### src/pkg/tlp_port_pkg.sv
package tlp_port_pkg;
  // transmit buffer accounting
  localparam logic [5:0] TX_BUFFERS_MAX = 6'h20;
  // supported payload; plain default, set to the configured maximum
  localparam logic [11:0] MAX_PAYLOAD_DW = 12'h080;
  localparam logic [11:0] HDR3_DW = 12'h003;
  localparam logic [11:0] HDR4_DW = 12'h004;
  localparam logic [11:0] DIGEST_DW = 12'h001;
  localparam logic [11:0] MAX_PACKET_DW = HDR4_DW + MAX_PAYLOAD_DW + DIGEST_DW;
  localparam logic [11:0] LEN_ZERO_DW = 12'h400;
  localparam logic [11:0] BEAT_DW = 12'h004;
  localparam logic [11:0] DW_SATURATE = 12'hfff;
  // header word 0 sits in the top dword of the first beat
  localparam int DW0_MSB = 127;
  localparam int FMT_DATA_BIT = 30;
  localparam int FMT_4DW_BIT = 29;
  localparam int TD_BIT = 15;
  localparam int LEN_MSB = 9;
  // non-posted fetch credits
  localparam logic [3:0] NP_CREDIT_MAX = 4'hf;
  // bus width selector for the remainder decode
  localparam logic WIDE_BUS = 1'b1;

  typedef enum logic [1:0] {RX_IDLE, RX_POSTED, RX_NONPOSTED} rx_sel_e;
  typedef enum logic [1:0] {TX_IDLE, TX_USER, TX_INTERNAL} tx_own_e;

  typedef struct packed {
    logic [127:0] word;
    logic first;
    logic last;
  } beat_s;

  typedef struct packed {
    beat_s beat;
    logic [1:0] width;
    logic poison;
    logic digest;
    logic drop;
    logic valid;
  } out_s;

  typedef struct packed {
    rx_sel_e rx_sel;
    beat_s [1:0] rx_buf;
    logic wr_ptr;
    logic rd_ptr;
    logic [1:0] rx_count;
    logic rx_open;
    logic rx_abort;
    logic [3:0] np_credit;
    tx_own_e tx_own;
    out_s out;
    logic [5:0] free;
    logic [11:0] dw_count;
    logic [11:0] dw_expect;
    logic streamed;
    logic poison;
    logic digest;
    logic gap;
    logic dropped;
  } state_s;

  localparam state_s STATE_RESET = '{rx_sel: RX_IDLE, tx_own: TX_IDLE,
                                     free: TX_BUFFERS_MAX, default: '0};
endpackage

### src/rtl/tlp_user_transaction_port.sv
// What this block does
// user raises accept while it can take non-posted
// posted and completions overtake non-posted when blocked
// user drops accept one clock before last
// each fetch pulse releases exactly one non-posted packet; the code does not count a pulse while 15 fetch credits are already held
// first-beat marker on each packet's first word
// abort delivery when the link enters reset
// receive valid only with real packet data
// report free transmit buffers, at most 32
// request internal transmit when own packet ready
// internal packet waits for the user grant
// transmit word moves only on valid and accept
// digest generate with first beat, recompute or append
// drop and flag length or streaming gap violations
// poison on any beat marks the packet
// remainder read only on the accepted last beat
// narrow bus remainder one full, zero upper half
// wide bus remainder selects valid last-beat dwords
// user frames each packet with first and last
// streamed packets arrive on consecutive clocks
// receive word moves only on valid and accept
// source holds word and framing until accepted
`timescale 1ns/10ps
module tlp_user_transaction_port (
  // clock and reset
  input wire logic core_clk,
  input wire logic rst_b,
  // inbound posted and completion queue
  input wire logic pc_valid,
  input wire tlp_port_pkg::beat_s pc_beat,
  output logic pc_ready,
  // inbound non-posted queue
  input wire logic np_valid,
  input wire tlp_port_pkg::beat_s np_beat,
  output logic np_ready,
  // physical link status
  input wire logic link_reset_entry,
  // user receive
  output logic [127:0] rx_word,
  output logic rx_first_beat,
  output logic rx_last_beat,
  output logic rx_valid,
  output logic rx_abort,
  input wire logic rx_accept,
  input wire logic rx_nonposted_accept,
  input wire logic rx_nonposted_fetch,
  // user transmit
  input wire logic [127:0] tx_word,
  input wire logic tx_valid,
  input wire logic tx_first_beat,
  input wire logic tx_last_beat,
  input wire logic [1:0] tx_last_beat_width,
  input wire logic tx_streamed,
  input wire logic tx_poison,
  input wire logic tx_digest_generate,
  output logic tx_accept,
  output logic tx_dropped,
  output logic [5:0] tx_free_buffers,
  // internally generated packets
  input wire logic int_valid,
  input wire tlp_port_pkg::beat_s int_beat,
  output logic int_ready,
  output logic tx_internal_request,
  input wire logic tx_internal_grant,
  // toward the link
  output tlp_port_pkg::out_s out_pkt,
  input wire logic out_ready,
  input wire logic buf_release
);

  tlp_port_pkg::state_s q;
  tlp_port_pkg::state_s d;
  tlp_port_pkg::beat_s src_beat;
  logic src_valid;
  logic push;
  logic pop;
  logic np_take;
  logic fetch_inc;
  logic stage_free;
  logic int_go;
  logic idle_ok;
  logic tx_fire;
  logic int_fire;
  logic take;
  logic rel;
  logic over;
  logic gap_now;
  logic viol;
  logic [11:0] base;
  logic [11:0] beat_dw;
  logic [11:0] cur_exp;
  logic [12:0] sum_w;
  logic [11:0] sum;

  // dwords carried by the last beat
  function automatic logic [11:0] last_dwords(input logic [1:0] width);
    if (tlp_port_pkg::WIDE_BUS) begin
      last_dwords = {10'h000, width} + 12'h001;
    end else begin
      last_dwords = width[0] ? 12'h002 : 12'h001;
    end
  endfunction

  // packet length in dwords as the header announces it
  function automatic logic [11:0] expect_dw(input logic [127:0] w);
    logic [31:0] h;
    logic [11:0] len;
    h = w[tlp_port_pkg::DW0_MSB -: 32];
    len = (h[tlp_port_pkg::LEN_MSB:0] == 10'h000) ?
          tlp_port_pkg::LEN_ZERO_DW : {2'h0, h[tlp_port_pkg::LEN_MSB:0]};
    expect_dw = (h[tlp_port_pkg::FMT_4DW_BIT] ? tlp_port_pkg::HDR4_DW :
                 tlp_port_pkg::HDR3_DW) +
                (h[tlp_port_pkg::FMT_DATA_BIT] ? len : 12'h000) +
                {11'h000, h[tlp_port_pkg::TD_BIT]};
  endfunction

  always_comb begin
    d = q;
    src_valid = 1'b0;
    src_beat = '0;
    np_take = 1'b0;
    unique case (q.rx_sel)
      tlp_port_pkg::RX_POSTED: begin
        src_valid = pc_valid;
        src_beat = pc_beat;
      end
      tlp_port_pkg::RX_NONPOSTED: begin
        src_valid = np_valid;
        src_beat = np_beat;
      end
      default: begin
        src_valid = 1'b0;
      end
    endcase
    // link reset pre-empts any push so nothing lands after the flush
    push = src_valid && (q.rx_count != 2'h2) && !link_reset_entry;
    pc_ready = push && (q.rx_sel == tlp_port_pkg::RX_POSTED);
    np_ready = push && (q.rx_sel == tlp_port_pkg::RX_NONPOSTED);
    rx_valid = (q.rx_count != 2'h0);
    rx_word = q.rx_buf[q.rd_ptr].word;
    rx_first_beat = q.rx_buf[q.rd_ptr].first;
    rx_last_beat = q.rx_buf[q.rd_ptr].last;
    rx_abort = q.rx_abort;
    pop = rx_valid && rx_accept;

    if (push) begin
      d.rx_buf[q.wr_ptr] = src_beat;
      d.wr_ptr = ~q.wr_ptr;
      if (src_beat.last) begin
        d.rx_sel = tlp_port_pkg::RX_IDLE;
      end
    end
    if (pop) begin
      d.rd_ptr = ~q.rd_ptr;
      d.rx_open = !rx_last_beat;
    end
    d.rx_count = q.rx_count + {1'b0, push} - {1'b0, pop};

    // packet choice is made between packets only
    if (q.rx_sel == tlp_port_pkg::RX_IDLE && !link_reset_entry) begin
      if (np_valid && rx_nonposted_accept) begin
        d.rx_sel = tlp_port_pkg::RX_NONPOSTED;
      end else if (pc_valid) begin
        d.rx_sel = tlp_port_pkg::RX_POSTED;
      end else if (np_valid && q.np_credit != 4'h0) begin
        d.rx_sel = tlp_port_pkg::RX_NONPOSTED;
        np_take = 1'b1;
      end
    end
    fetch_inc = rx_nonposted_fetch &&
                (q.np_credit != tlp_port_pkg::NP_CREDIT_MAX);
    d.np_credit = q.np_credit + {3'h0, fetch_inc} - {3'h0, np_take};

    d.rx_abort = link_reset_entry && (q.rx_open || q.rx_count != 2'h0 ||
                 q.rx_sel != tlp_port_pkg::RX_IDLE);
    if (link_reset_entry) begin
      d.rx_count = 2'h0;
      d.wr_ptr = 1'b0;
      d.rd_ptr = 1'b0;
      d.rx_open = 1'b0;
      d.rx_sel = tlp_port_pkg::RX_IDLE;
    end

    // transmit side: one output stage, user or internal owner per packet
    stage_free = !q.out.valid || out_ready;
    int_go = int_valid && tx_internal_grant;
    idle_ok = (q.tx_own == tlp_port_pkg::TX_IDLE) && (q.free != 6'h00);
    tx_accept = stage_free && ((q.tx_own == tlp_port_pkg::TX_USER) ||
                               (idle_ok && !int_go));
    int_ready = stage_free && ((q.tx_own == tlp_port_pkg::TX_INTERNAL) ||
                               (idle_ok && int_go));
    tx_internal_request = int_valid;
    tx_fire = tx_valid && tx_accept;
    int_fire = int_valid && int_ready;

    base = tx_first_beat ? 12'h000 : q.dw_count;
    beat_dw = tx_last_beat ? last_dwords(tx_last_beat_width) :
              tlp_port_pkg::BEAT_DW;
    cur_exp = tx_first_beat ? expect_dw(tx_word) : q.dw_expect;
    sum_w = {1'b0, base} + {1'b0, beat_dw};
    sum = sum_w[12] ? tlp_port_pkg::DW_SATURATE : sum_w[11:0];
    over = (cur_exp > tlp_port_pkg::MAX_PACKET_DW) ||
           (sum > tlp_port_pkg::MAX_PACKET_DW);
    // a stall of our own making is never counted as a gap
    gap_now = (q.tx_own == tlp_port_pkg::TX_USER) && q.streamed &&
              tx_accept && !tx_valid;
    // a gap left over from the previous packet must not taint this one
    viol = over || (q.gap && !tx_first_beat) || gap_now ||
           (tx_last_beat && sum != cur_exp);

    d.dropped = 1'b0;
    if (gap_now) begin
      d.gap = 1'b1;
    end
    if (tx_fire) begin
      d.out.beat.word = tx_word;
      d.out.beat.first = tx_first_beat;
      d.out.beat.last = tx_last_beat;
      d.out.width = tx_last_beat_width;
      d.out.poison = (tx_first_beat ? 1'b0 : q.poison) || tx_poison;
      d.out.digest = tx_first_beat ? tx_digest_generate : q.digest;
      d.out.drop = tx_last_beat && viol;
      d.out.valid = 1'b1;
      d.poison = d.out.poison;
      d.digest = d.out.digest;
      d.dw_count = sum;
      d.dw_expect = cur_exp;
      if (tx_first_beat) begin
        d.streamed = tx_streamed;
        d.gap = 1'b0;
      end
      d.dropped = tx_last_beat && viol;
      d.tx_own = tx_last_beat ? tlp_port_pkg::TX_IDLE :
                 tlp_port_pkg::TX_USER;
    end else if (int_fire) begin
      d.out.beat = int_beat;
      d.out.width = 2'h3;
      d.out.poison = 1'b0;
      d.out.digest = 1'b0;
      d.out.drop = 1'b0;
      d.out.valid = 1'b1;
      d.tx_own = int_beat.last ? tlp_port_pkg::TX_IDLE :
                 tlp_port_pkg::TX_INTERNAL;
    end else if (out_ready) begin
      d.out.valid = 1'b0;
    end

    take = (tx_fire || int_fire) && (q.tx_own == tlp_port_pkg::TX_IDLE);
    rel = buf_release && (take || q.free != tlp_port_pkg::TX_BUFFERS_MAX);
    d.free = q.free - {5'h00, take} + {5'h00, rel};

    out_pkt = q.out;
    tx_dropped = q.dropped;
    tx_free_buffers = q.free;
  end

  always_ff @(posedge core_clk) begin
    if (!rst_b) begin
      q <= tlp_port_pkg::STATE_RESET;
    end else begin
      q <= d;
    end
  end
endmodule

### config.mk
export PLATFORM = sky130hd
export DESIGN_NAME = tlp_user_transaction_port
export DESIGN_NICKNAME = d
export VERILOG_FILES = /design/src/pkg/tlp_port_pkg.sv /design/src/rtl/tlp_user_transaction_port.sv
export SDC_FILE = /design/constraint.sdc
export NUM_CORES = 1
export LEC_CHECK = 0
export BUFFER_PORTS_ARGS = -buffer_cell sky130_fd_sc_hd__buf_4
export CORE_AREA = 2 2 319 321
export DETAILED_ROUTE_END_ITERATION = 8
export DIE_AREA = 0 0 321 323
export HOLD_SLACK_MARGIN = 0.12
export SYNTH_ARGS = -nofsm -noshare
export SYNTH_HDL_FRONTEND = slang
export SYNTH_SLANG_ARGS = --single-unit
### constraint.sdc
create_clock -name core_clk -period 3.7 [get_ports core_clk]
set_clock_uncertainty 0.15 [all_clocks]
set_input_delay 0.555 -clock core_clk [delete_from_list [all_inputs] [get_ports core_clk]]
set_output_delay 0.555 -clock core_clk [all_outputs]
set_load 0.01 [all_outputs]
==> flow_summary.ini, run 1 <==
[place]
io_buffers = 817
post-dp-hpwl_mm = 65.71
place_area_um2 = 28890
dp_cells = 4715
gp_congestion = 0.9066

[cells_and_area]
fin_nets = 4274
final_cell_area_um2 = 33140
drive_above_1_share_pct = 29.86
multiInputGateArea_um2 = 11460
syn2layout_area_growth_pct = 47.60
finalNonFillerCells = 5077
fill_cells = 10591
ff_latch_area_um2 = 8912

[synthesis]
ys_ff_latch = 445
synth_top_family_by_area = simple AND/OR/NAND/NOR gates
synth_top_area_cell = dfxtp_1
ys_types = 71
synth_mux_area_share_pct = 6.881
ys.flop_type = dfxtp_1
synth_area_um2 = 22460
synth_most_common_cell = nor2_1
synth_xor_area_share_pct = 0.8191
syn_avg_cell_area_um2 = 7.703
synth_compound_area_share_pct = 19.17
synth_edf_count = 0
yosysWarnings = 0
synth_simple_gate_area_share_pct = 21.93
synthArstFlopShare_pct = 0
syn_nets = 3483
yosysSeqAreaShare_pct = 39.67
synthAdderAreaFrac_pct = 1.839
yosys-top-cells-count = 708 x nor2_1, 445 x dfxtp_1, 436 x nand2_1, 296 x a21oi_1, 207 x clkbuf_1
netlist_instances = 2915
yosysTopAreaCellShare_pct = 39.67
synthTopCellsByArea = dfxtp_1 40%, nor2_1 12%, nand2_1 7.3%

[timing]
final-hold-violation-count = 0
tns_ns = 0
setup_viol = 0
maxSlewViolCount = 0
timing.slew.headroom_pct = 53.38
worst_slew_pin_slew_ns = 0.6993
rsz0062_at_grt = no
layout_min_cycle_time_ns = 3.527
layout_worst_path_cycle_share_pct = 95.33
max_freq_mhz = 283.5

[power]
powerDensity_nw_per_um2 = 423.1
power_leakage_uw = 0.01383
intPower_uw = 9913
peakVddDrop_mv = 0.3349
power_switching_share_pct = 29.30
switching_power_uw = 4109
pwr-share-comb_pct = 24.2
pwr-share-clk_pct = 37.3
p_seq_share_pct = 38.5

[cts]
cts_buffer_depth = 3
cts_tree = yes
root_buffer = clkbuf_16
htree_levels = 2
cts.clk_slew.worst_paths_ns = 0.06
cts_buffers = 52
clkSinkCount = 445
clkLatencyLatePin_ns = 0.63

[worst_setup_path]
critPathArrivalTime_ns = 3.87
end_kind = register
critPathMaxFanout = 6
worstPathCellList = dlygate4sd3_1 > buf_4 > nor2b_1 > ha_1 > inv_1 > fa_1 > nor2b_1 > buf_4 > o311ai_0 > a21oi_1 > xor2_1 > a2111o_1 > nor4_2 > a21oi_1
r2r_cells = 11
r2r_slack_ns = 0.45
crit_required_ns = 4.05
cp_slowest_cell = dlygate4sd3_1
cp-start-kind = input port
critPathKind = input port to register
slowest_delay_ns = 0.55

[die]
dieArea_um2 = 103700
io_pins = 818
core_area_um2 = 100700
initial_utilization_pct = 22.30
rows = 117
chipWidth_um = 321
die_height_um = 323

[detailed_routing]
dr.pass1.iters = 5
routed_wl_mm = 90.68
drt_iter0_drc = 1512
vias = 23271
ant_nets = 0
drc = 0
wire_per_inst_um = 17.86
viasPerCell = 4.584

[job]
cap_viol_max_count = 0

[global_route]
grt_pass1_vias = 22410
antenna_found_initial = 25
grt_pass1_wl_mm = 134.9
grt_max_degree = 132
grt_usage_pct = 16.59
gr-total-overflow = 0

[outcome]
outcome = completed

[worst_hold_path]
hold-path-cell-count = 4
min_path_type = input port to register
## placed cells by master (no fill, tap or decap), types with 4 or more instances in the layout
cell	count
inv_1	32
and2_1	9
mux2_2	130
and3_1	6
nand2_1	433
buf_12	16
xnor2_1	12
or2_2	4
clkbuf_1	14
diode_2	20
mux2i_1	7
a22o_1	130
ha_1	22
a311oi_1	129
o21ai_0	15
dlygate4sd3_1	245
clkbuf_16	53
dfxtp_1	444
clkinv_2	6
o21a_1	4
o211ai_1	4
a21oi_1	296
a31oi_1	4
clkinvlp_4	5
nor3_1	12
nor2_1	708
a211oi_1	5
nor4_1	8
nand2b_1	7
nor2b_1	9
buf_4	859
clkbuf_8	13
nand3_1	13
fa_1	5
xor2_1	9
## critical path, delay by kind of cell
kind | cells | cell delay [ns]
adders and majority gates | 2 | 0.72
buffers and inverters | 4 | 0.93
and+or+nand+nor | 3 | 0.68
xor gates and xnor gates | 1 | 0.12
AOI/OAI and AO/OA | 4 | 0.86
## kinds of logic (layout without fill, tap and decap cells)
logic type / after synthesis / in the layout
flops: 445 / 445
mux: 138 / 138
xor+xnor: 21 / 21
buf+inv: 417 / 1250
fa+ha+maj: 30 / 30
simple gates: 1239 / 1239
other cells: 0 / 20
compound gates: 625 / 625
## worst paths after layout
path	endpoint	from
setup reg to reg	out_pkt[68]$_SDFFE_PN0N_	tx_free_buffers[2]$_SDFF_PN0_
setup / recovery	tx_dropped$_SDFF_PN0_	tx_last_beat
hold reg to reg	q[5]$_SDFFE_PN0P_	q[5]$_SDFFE_PN0P_
hold / removal	q[443]$_SDFF_PP0_	rx_nonposted_accept
## stage by stage
step	utilization, %	hold slack, ns	power (uW)	worst slack [ns]
floorplan	-	0.2829	7270	0.06859
global placement	28.68	0.2953	8412	0.09155
detailed placement	28.68	0.2983	8427	0.1029
CTS	32.84	0.1213	14160	0.2182
global route	32.91	0.1468	14720	0.007101
finish	32.91	0.1653	14020	0.1727
## layout make-up
type	count	share of cell area, %
antenna	20	0.1510
clock buffer	80	4.700
clock inverter	16	0.5247
inverter	34	0.4077
multi-input combinational	2053	34.56
sequential	445	26.89
tap	1309	4.941
timing repair buffer	1120	27.82
## metal layers
layer	GRT usage [%]	up-vias	share of wire [%]
li1	-	11361	-
met1	20.27	10938	41
met2	27.36	819	47
met3	4.095	151	7.4
met4	7.778	2	4.1
met5	0	-	0.014
## power by group through the flow
| stage | combinational, uW | clock (uW) | sequential, uW |
|---|---|---|---|
| after global placement | 2930 | 0 | 5480 |
| final | 3390 | 5240 | 5390 |
| after CTS | 3370 | 5410 | 5390 |
| after floorplan | 1880 | 0 | 5390 |
| after global routing | 3700 | 5600 | 5420 |
| after detailed placement | 2930 | 0 | 5490 |
## timing repair
item                                    4_1_cts  5_1_grt
endpoints found under the hold margin       140        0
gates resized for setup                       0        2
hold buffers                                245        0
endpoints found under the setup margin        0        2
setup buffers                                 0        1
Power figures use the tool's default switching activity.
==> inputs of run 2 (changes only) <==
--- a/config.mk
+++ b/config.mk
@@ -10,6 +10,7 @@
 export DETAILED_ROUTE_END_ITERATION = 8
 export DIE_AREA = 0 0 321 323
 export HOLD_SLACK_MARGIN = 0.12
+export SLEW_MARGIN = 20
 export SYNTH_ARGS = -nofsm -noshare
 export SYNTH_HDL_FRONTEND = slang
 export SYNTH_SLANG_ARGS = --single-unit
==> constraint.sdc (replaced) <==
create_clock -name core_clk -period 3.7 [get_ports core_clk]
set_clock_uncertainty 0.15 [all_clocks]
set_input_delay 0.185 -clock core_clk [delete_from_list [all_inputs] [get_ports core_clk]]
set_output_delay 0.185 -clock core_clk [all_outputs]
set_load 0.01 [all_outputs]
==> run 2 against run 1 <==
  * Sequential share of layout area shrank 2.3 points
  * Die area is the same
  * Total power grew 2.4%
  * Register-to-register slack lost 0.14 ns
  * First-iteration DRC count grew 0.86%
  * Critical path type unchanged
  * Critical path depth shrank 1
  * Highest routed layer unchanged
  * Setup slack gained 0.087 ns
  * Hold slack gained 0.041 ns
  * Cell area grew 9.2%
  * Cell count grew 5.7%
==> flow_summary.ini, run 2 (synthesis gave the netlist of run 1 again) <==
[timing]
final-hold-violation-count = 0
layout_worst_path_cycle_share_pct = 92.99
tns_ns = 0
timing.slew.headroom_pct = 39.55
worst_slew_pin_slew_ns = 0.9068
setup_viol = 0
max_freq_mhz = 290.6
layout_min_cycle_time_ns = 3.441
maxSlewViolCount = 0
rsz0062_at_grt = no

[worst_setup_path]
end_kind = register
critPathMaxFanout = 16
slowest_delay_ns = 0.58
worstPathCellList = dlygate4sd3_1 > buf_4 > and2_1 > fa_1 > a211oi_4 > nor4b_1 > nand3b_1 > dlygate4sd3_1 > a32oi_1 > dlygate4sd3_1 > o31ai_2 > o22ai_1 > o21bai_1
critPathArrivalTime_ns = 3.86
path_common_cell = dlygate4sd3_1
cp_slowest_cell = dlygate4sd3_1
critPathKind = input port to register
crit_required_ns = 4.12
r2r_slack_ns = 0.31
cp-start-kind = input port

[cells_and_area]
fin_util_pct = 35.92
drive_above_1_share_pct = 27.39
final_cell_mix = 845 x buf_4, 708 x nor2_1, 552 x dlygate4sd3_1
fill_cells = 10286
syn2layout_area_growth_pct = 61.11
fin_nets = 4569
mostFrequentLayoutCell = buf_4

[detailed_routing]
dr.pass1.iters = 5
vias = 24496
drc = 0
routed_wl_mm = 92.91
viasPerCell = 4.566
drt_iter0_drc = 1525
wire_per_inst_um = 17.32
ant_nets = 0

[die]
die_height_um = 323
io_pins = 818
initial_utilization_pct = 22.30
core_area_um2 = 100700
chipWidth_um = 321
dieArea_um2 = 103700
rows = 117

[cts]
htree_levels = 2
root_buffer = clkbuf_16
cts_buffers = 53
clkLatencyLatePin_ns = 0.64
cts.clk_slew.worst_paths_ns = 0.06
clkSinkCount = 445
cts_buffer_depth = 3
cts_tree = yes
postCtsSetupRepairBufs = 0

[power]
peakVddDrop_mv = 0.3078
power.total_uw = 14360
power_leakage_uw = 0.01532
powerDensity_nw_per_um2 = 397.0

[global_route]
gr-total-overflow = 0
grt_pass1_wl_mm = 138.0
grt_usage_pct = 16.78
grt_pass1_vias = 23746
antenna_found_initial = 26
grt_max_degree = 169

[worst_hold_path]
min_path_type = input port to register

[place]
gp_congestion = 0.9146
io_buffers = 817
post-dp-hpwl_mm = 64.93

[outcome]
outcome = completed

[job]
cap_viol_max_count = 0
-- run 2: cell count changes in the layout (fill, tap and decap cells not counted), moves of 3 or more --
| cell | previous run | this run |
|---|---|---|
| clkbuf_1 | 14 | 10 |
| clkinv_4 | 0 | 3 |
| dlygate4sd3_1 | 245 | 552 |
| clkinvlp_4 | 5 | 2 |
| clkbuf_8 | 13 | 10 |
| buf_4 | 859 | 845 |
| diode_2 | 20 | 15 |
-- run 2: area by class of cell --
type	count	area, um2	area share [%]
diodes	15	37.54	0.1038
clock buffers	74	1526	4.219
flip-flops and latches	445	8912	24.63
multi-input cells	2053	11440	31.63
repair buffers	1414	12200	33.73
well taps	1309	1638	4.527
inverters	34	135.1	0.3735
clock inverters	21	282.8	0.7816
-- run 2: critical path: cells and delay by family --
| kind | cells | cell delay [ns] |
|---|---|---|
| fa+ha+maj | 1 | 0.44 |
| simple gates | 3 | 0.47 |
| buf+inv | 4 | 1.89 |
| compound gates | 5 | 0.86 |
-- run 2: path summary, 6_finish.rpt --
kind / to / cells past startpoint / startpoint
setup reg to reg: out_pkt[7]$_SDFFE_PN0N_ / 11 / tx_free_buffers[3]$_SDFF_PN0_
hold reg to reg: q[2]$_SDFFE_PN0P_ / 2 / q[2]$_SDFFE_PN0P_
setup / recovery: out_pkt[1]$_SDFFE_PN0N_ / 13 / tx_word[126]
hold / removal: register / 6 / pc_beat[74]
-- run 2: per-stage QoR --
stage / std cells / instance area (um2) / setup WS, ns / hold WS [ns]
after detailed placement: 4703 / 28800 / 0.2981 / 0.2945
after global placement: 4703 / 28800 / 0.3692 / 0.2908
after CTS: 5350 / 36130 / 0.02657 / 0.1285
final: 5365 / 36180 / 0.2593 / 0.2060
after floorplan: 2915 / 22460 / 0.3786 / 0.1306
after global routing: 5364 / 36180 / 0.04467 / 0.1964
-- run 2: repair_timing --
action / CTS / global route
setup endpoints to repair: 0 / 2
resized for setup: 0 / 3
hold buffers: 552 / 0
endpoints found under the hold margin: 436 / 0
-- run 2: layer usage --
layer  up-vias  wire length [um]  global-route usage (%)
met2       830             44620                   28.73
met5         -                57                       0
met1     11518             37660                   19.84
li1      11955                 -                       -
met3       185              6746                   4.308
met4         8              3818                   7.113
-- run 2: power by group --
| group | switching, uW | internal [uW] | total (uW) |
|---|---|---|---|
| registers | 252 | 5140 | 5390 |
| logic | 1700 | 1820 | 3520 |
| clock network | 2270 | 3180 | 5450 |
==> inputs of run 3 (changes only) <==
--- a/config.mk
+++ b/config.mk
@@ -7,6 +7,7 @@
 export LEC_CHECK = 0
 export BUFFER_PORTS_ARGS = -buffer_cell sky130_fd_sc_hd__buf_4
 export CORE_AREA = 2 2 319 321
+export CTS_BUF_LIST = sky130_fd_sc_hd__clkbuf_16
 export DETAILED_ROUTE_END_ITERATION = 8
 export DIE_AREA = 0 0 321 323
 export HOLD_SLACK_MARGIN = 0.12
==> run 3 against run 2 <==
  * Clock power fell by 4.6%
  * Non-clock buffer count unchanged
  * Setup slack worse by 0.0042 ns
  * Hold slack lost 0.0015 ns
  * Critical path type unchanged
  * Largest cell class unchanged
  * Largest power group is now sequential cells
==> flow_summary.ini, run 3 (synthesis gave the netlist of run 1 again) <==
[detailed_routing]
wl_met3_mm = 6.796
viasPerCell = 4.578
ant_nets = 0
routed_wl_mm = 92.83
drc = 0
vias = 24572
dr.pass1.iters = 5
top_layer = met5
m1WireLength_mm = 37.45
wire_per_inst_um = 17.30
drt_iter0_drc = 1469
dr_wl_met2_mm = 44.45

[timing]
layout_min_cycle_time_ns = 3.445
timing.slew.headroom_pct = 39.21
worst_slew_pin_slew_ns = 0.9119
tns_ns = 0
layout_worst_path_cycle_share_pct = 93.11
max_freq_mhz = 290.3
final-hold-violation-count = 0
maxSlewViolCount = 0
setup_viol = 0
rsz0062_at_grt = no

[cts]
htree_levels = 2
postCtsSetupRepairBufs = 0
cts_buffers = 53
clkLatencyLatePin_ns = 0.64
cts_tree = yes
cts_buffer_depth = 3
root_buffer = clkbuf_16
cts.clk_slew.worst_paths_ns = 0.06
clkSinkCount = 445

[cells_and_area]
finalNonFillerCells = 5367
fill_cells = 10300
fin_util_pct = 35.83
mostFrequentLayoutCell = buf_4
syn2layout_area_growth_pct = 60.69
fin_nets = 4569
drive_above_1_share_pct = 27.15
final_cell_mix = 845 x buf_4, 708 x nor2_1, 552 x dlygate4sd3_1

[global_route]
grt_usage_pct = 16.77
grt_pass1_vias = 23741
gr-total-overflow = 0
grt_pass1_wl_mm = 137.9
antenna_found_initial = 26
grt_max_degree = 169

[die]
chipWidth_um = 321
dieArea_um2 = 103700
rows = 117
die_height_um = 323
io_pins = 818
core_area_um2 = 100700
initial_utilization_pct = 22.30

[power]
power_leakage_uw = 0.01531
peakVddDrop_mv = 0.3049
powerDensity_nw_per_um2 = 391.3
power.total_uw = 14120

[job]
cap_viol_max_count = 0

[worst_setup_path]
critPathKind = input port to register
critPathArrivalTime_ns = 3.87
end_kind = register
crit_required_ns = 4.12
cp-start-kind = input port
critPathMaxFanout = 16

[worst_hold_path]
min_path_type = input port to register

[place]
gp_congestion = 0.9146
io_buffers = 817
post-dp-hpwl_mm = 64.93
dp_cells = 4703

[outcome]
outcome = completed
## run 3: final timing paths
| kind | slack [ns] | start | to | cells after the start |
|---|---|---|---|---|
| hold / removal | 0.20 | pc_beat[74] | register | 6 |
| hold reg to reg | 0.30 | q[2]$_SDFFE_PN0P_ | q[2]$_SDFFE_PN0P_ | 2 |
| setup / recovery | 0.26 | tx_word[126] | out_pkt[1]$_SDFFE_PN0N_ | 13 |
| setup reg to reg | 0.37 | tx_free_buffers[3]$_SDFF_PN0_ | out_pkt[6]$_SDFFE_PN0N_ | 11 |
## run 3: power breakdown
group	internal [uW]	total, uW	switching (uW)
Combinational	1820	3520	1700
Sequential	5140	5390	252
Clock	2940	5200	2260
## run 3: what timing repair did
action	4_1_cts	5_1_grt
gates resized for setup	0	3
endpoints found under the setup margin	0	2
hold endpoints to repair	436	0
hold buffers	552	0
## run 3: area by class of cell
cell class | instances | area, um2 | share of cell area, %
Clock inverter | 41 | 357.8 | 0.9917
Tap cell | 1309 | 1638 | 4.539
Inverter | 34 | 135.1 | 0.3745
Sequential cell | 445 | 8912 | 24.70
Multi-Input combinational cell | 2053 | 11440 | 31.71
Clock buffer | 54 | 1351 | 3.745
Antenna cell | 17 | 42.54 | 0.1179
Timing Repair Buffer | 1414 | 12200 | 33.82
## run 3: stage by stage
step	hold WS [ns]	setup WS, ns	area [um2]
floorplan	0.1306	0.3786	22460
global placement	0.2908	0.3692	28800
detailed placement	0.2945	0.2981	28800
CTS	0.1284	0.02657	36030
global route	0.1963	0.05110	36080
finish	0.2046	0.2550	36080
## run 3: routing by layer
layer  vias up  GRT usage, %
met3       199         4.289
li1      11963             -
met5         -             0
met1     11508         19.83
met2       894         28.72
met4         8         7.113
## run 3: worst max-delay path, stage by stage
cell and delay, ns:
dlygate4sd3_1 0.54, buf_4 0.20, and2_1 0.16, fa_1 0.44, a211oi_4 0.41, nor4b_1 0.11, nand3b_1 0.20, dlygate4sd3_1 0.57
a32oi_1 0.13, dlygate4sd3_1 0.58, o31ai_2 0.09, o22ai_1 0.11, o21bai_1 0.12
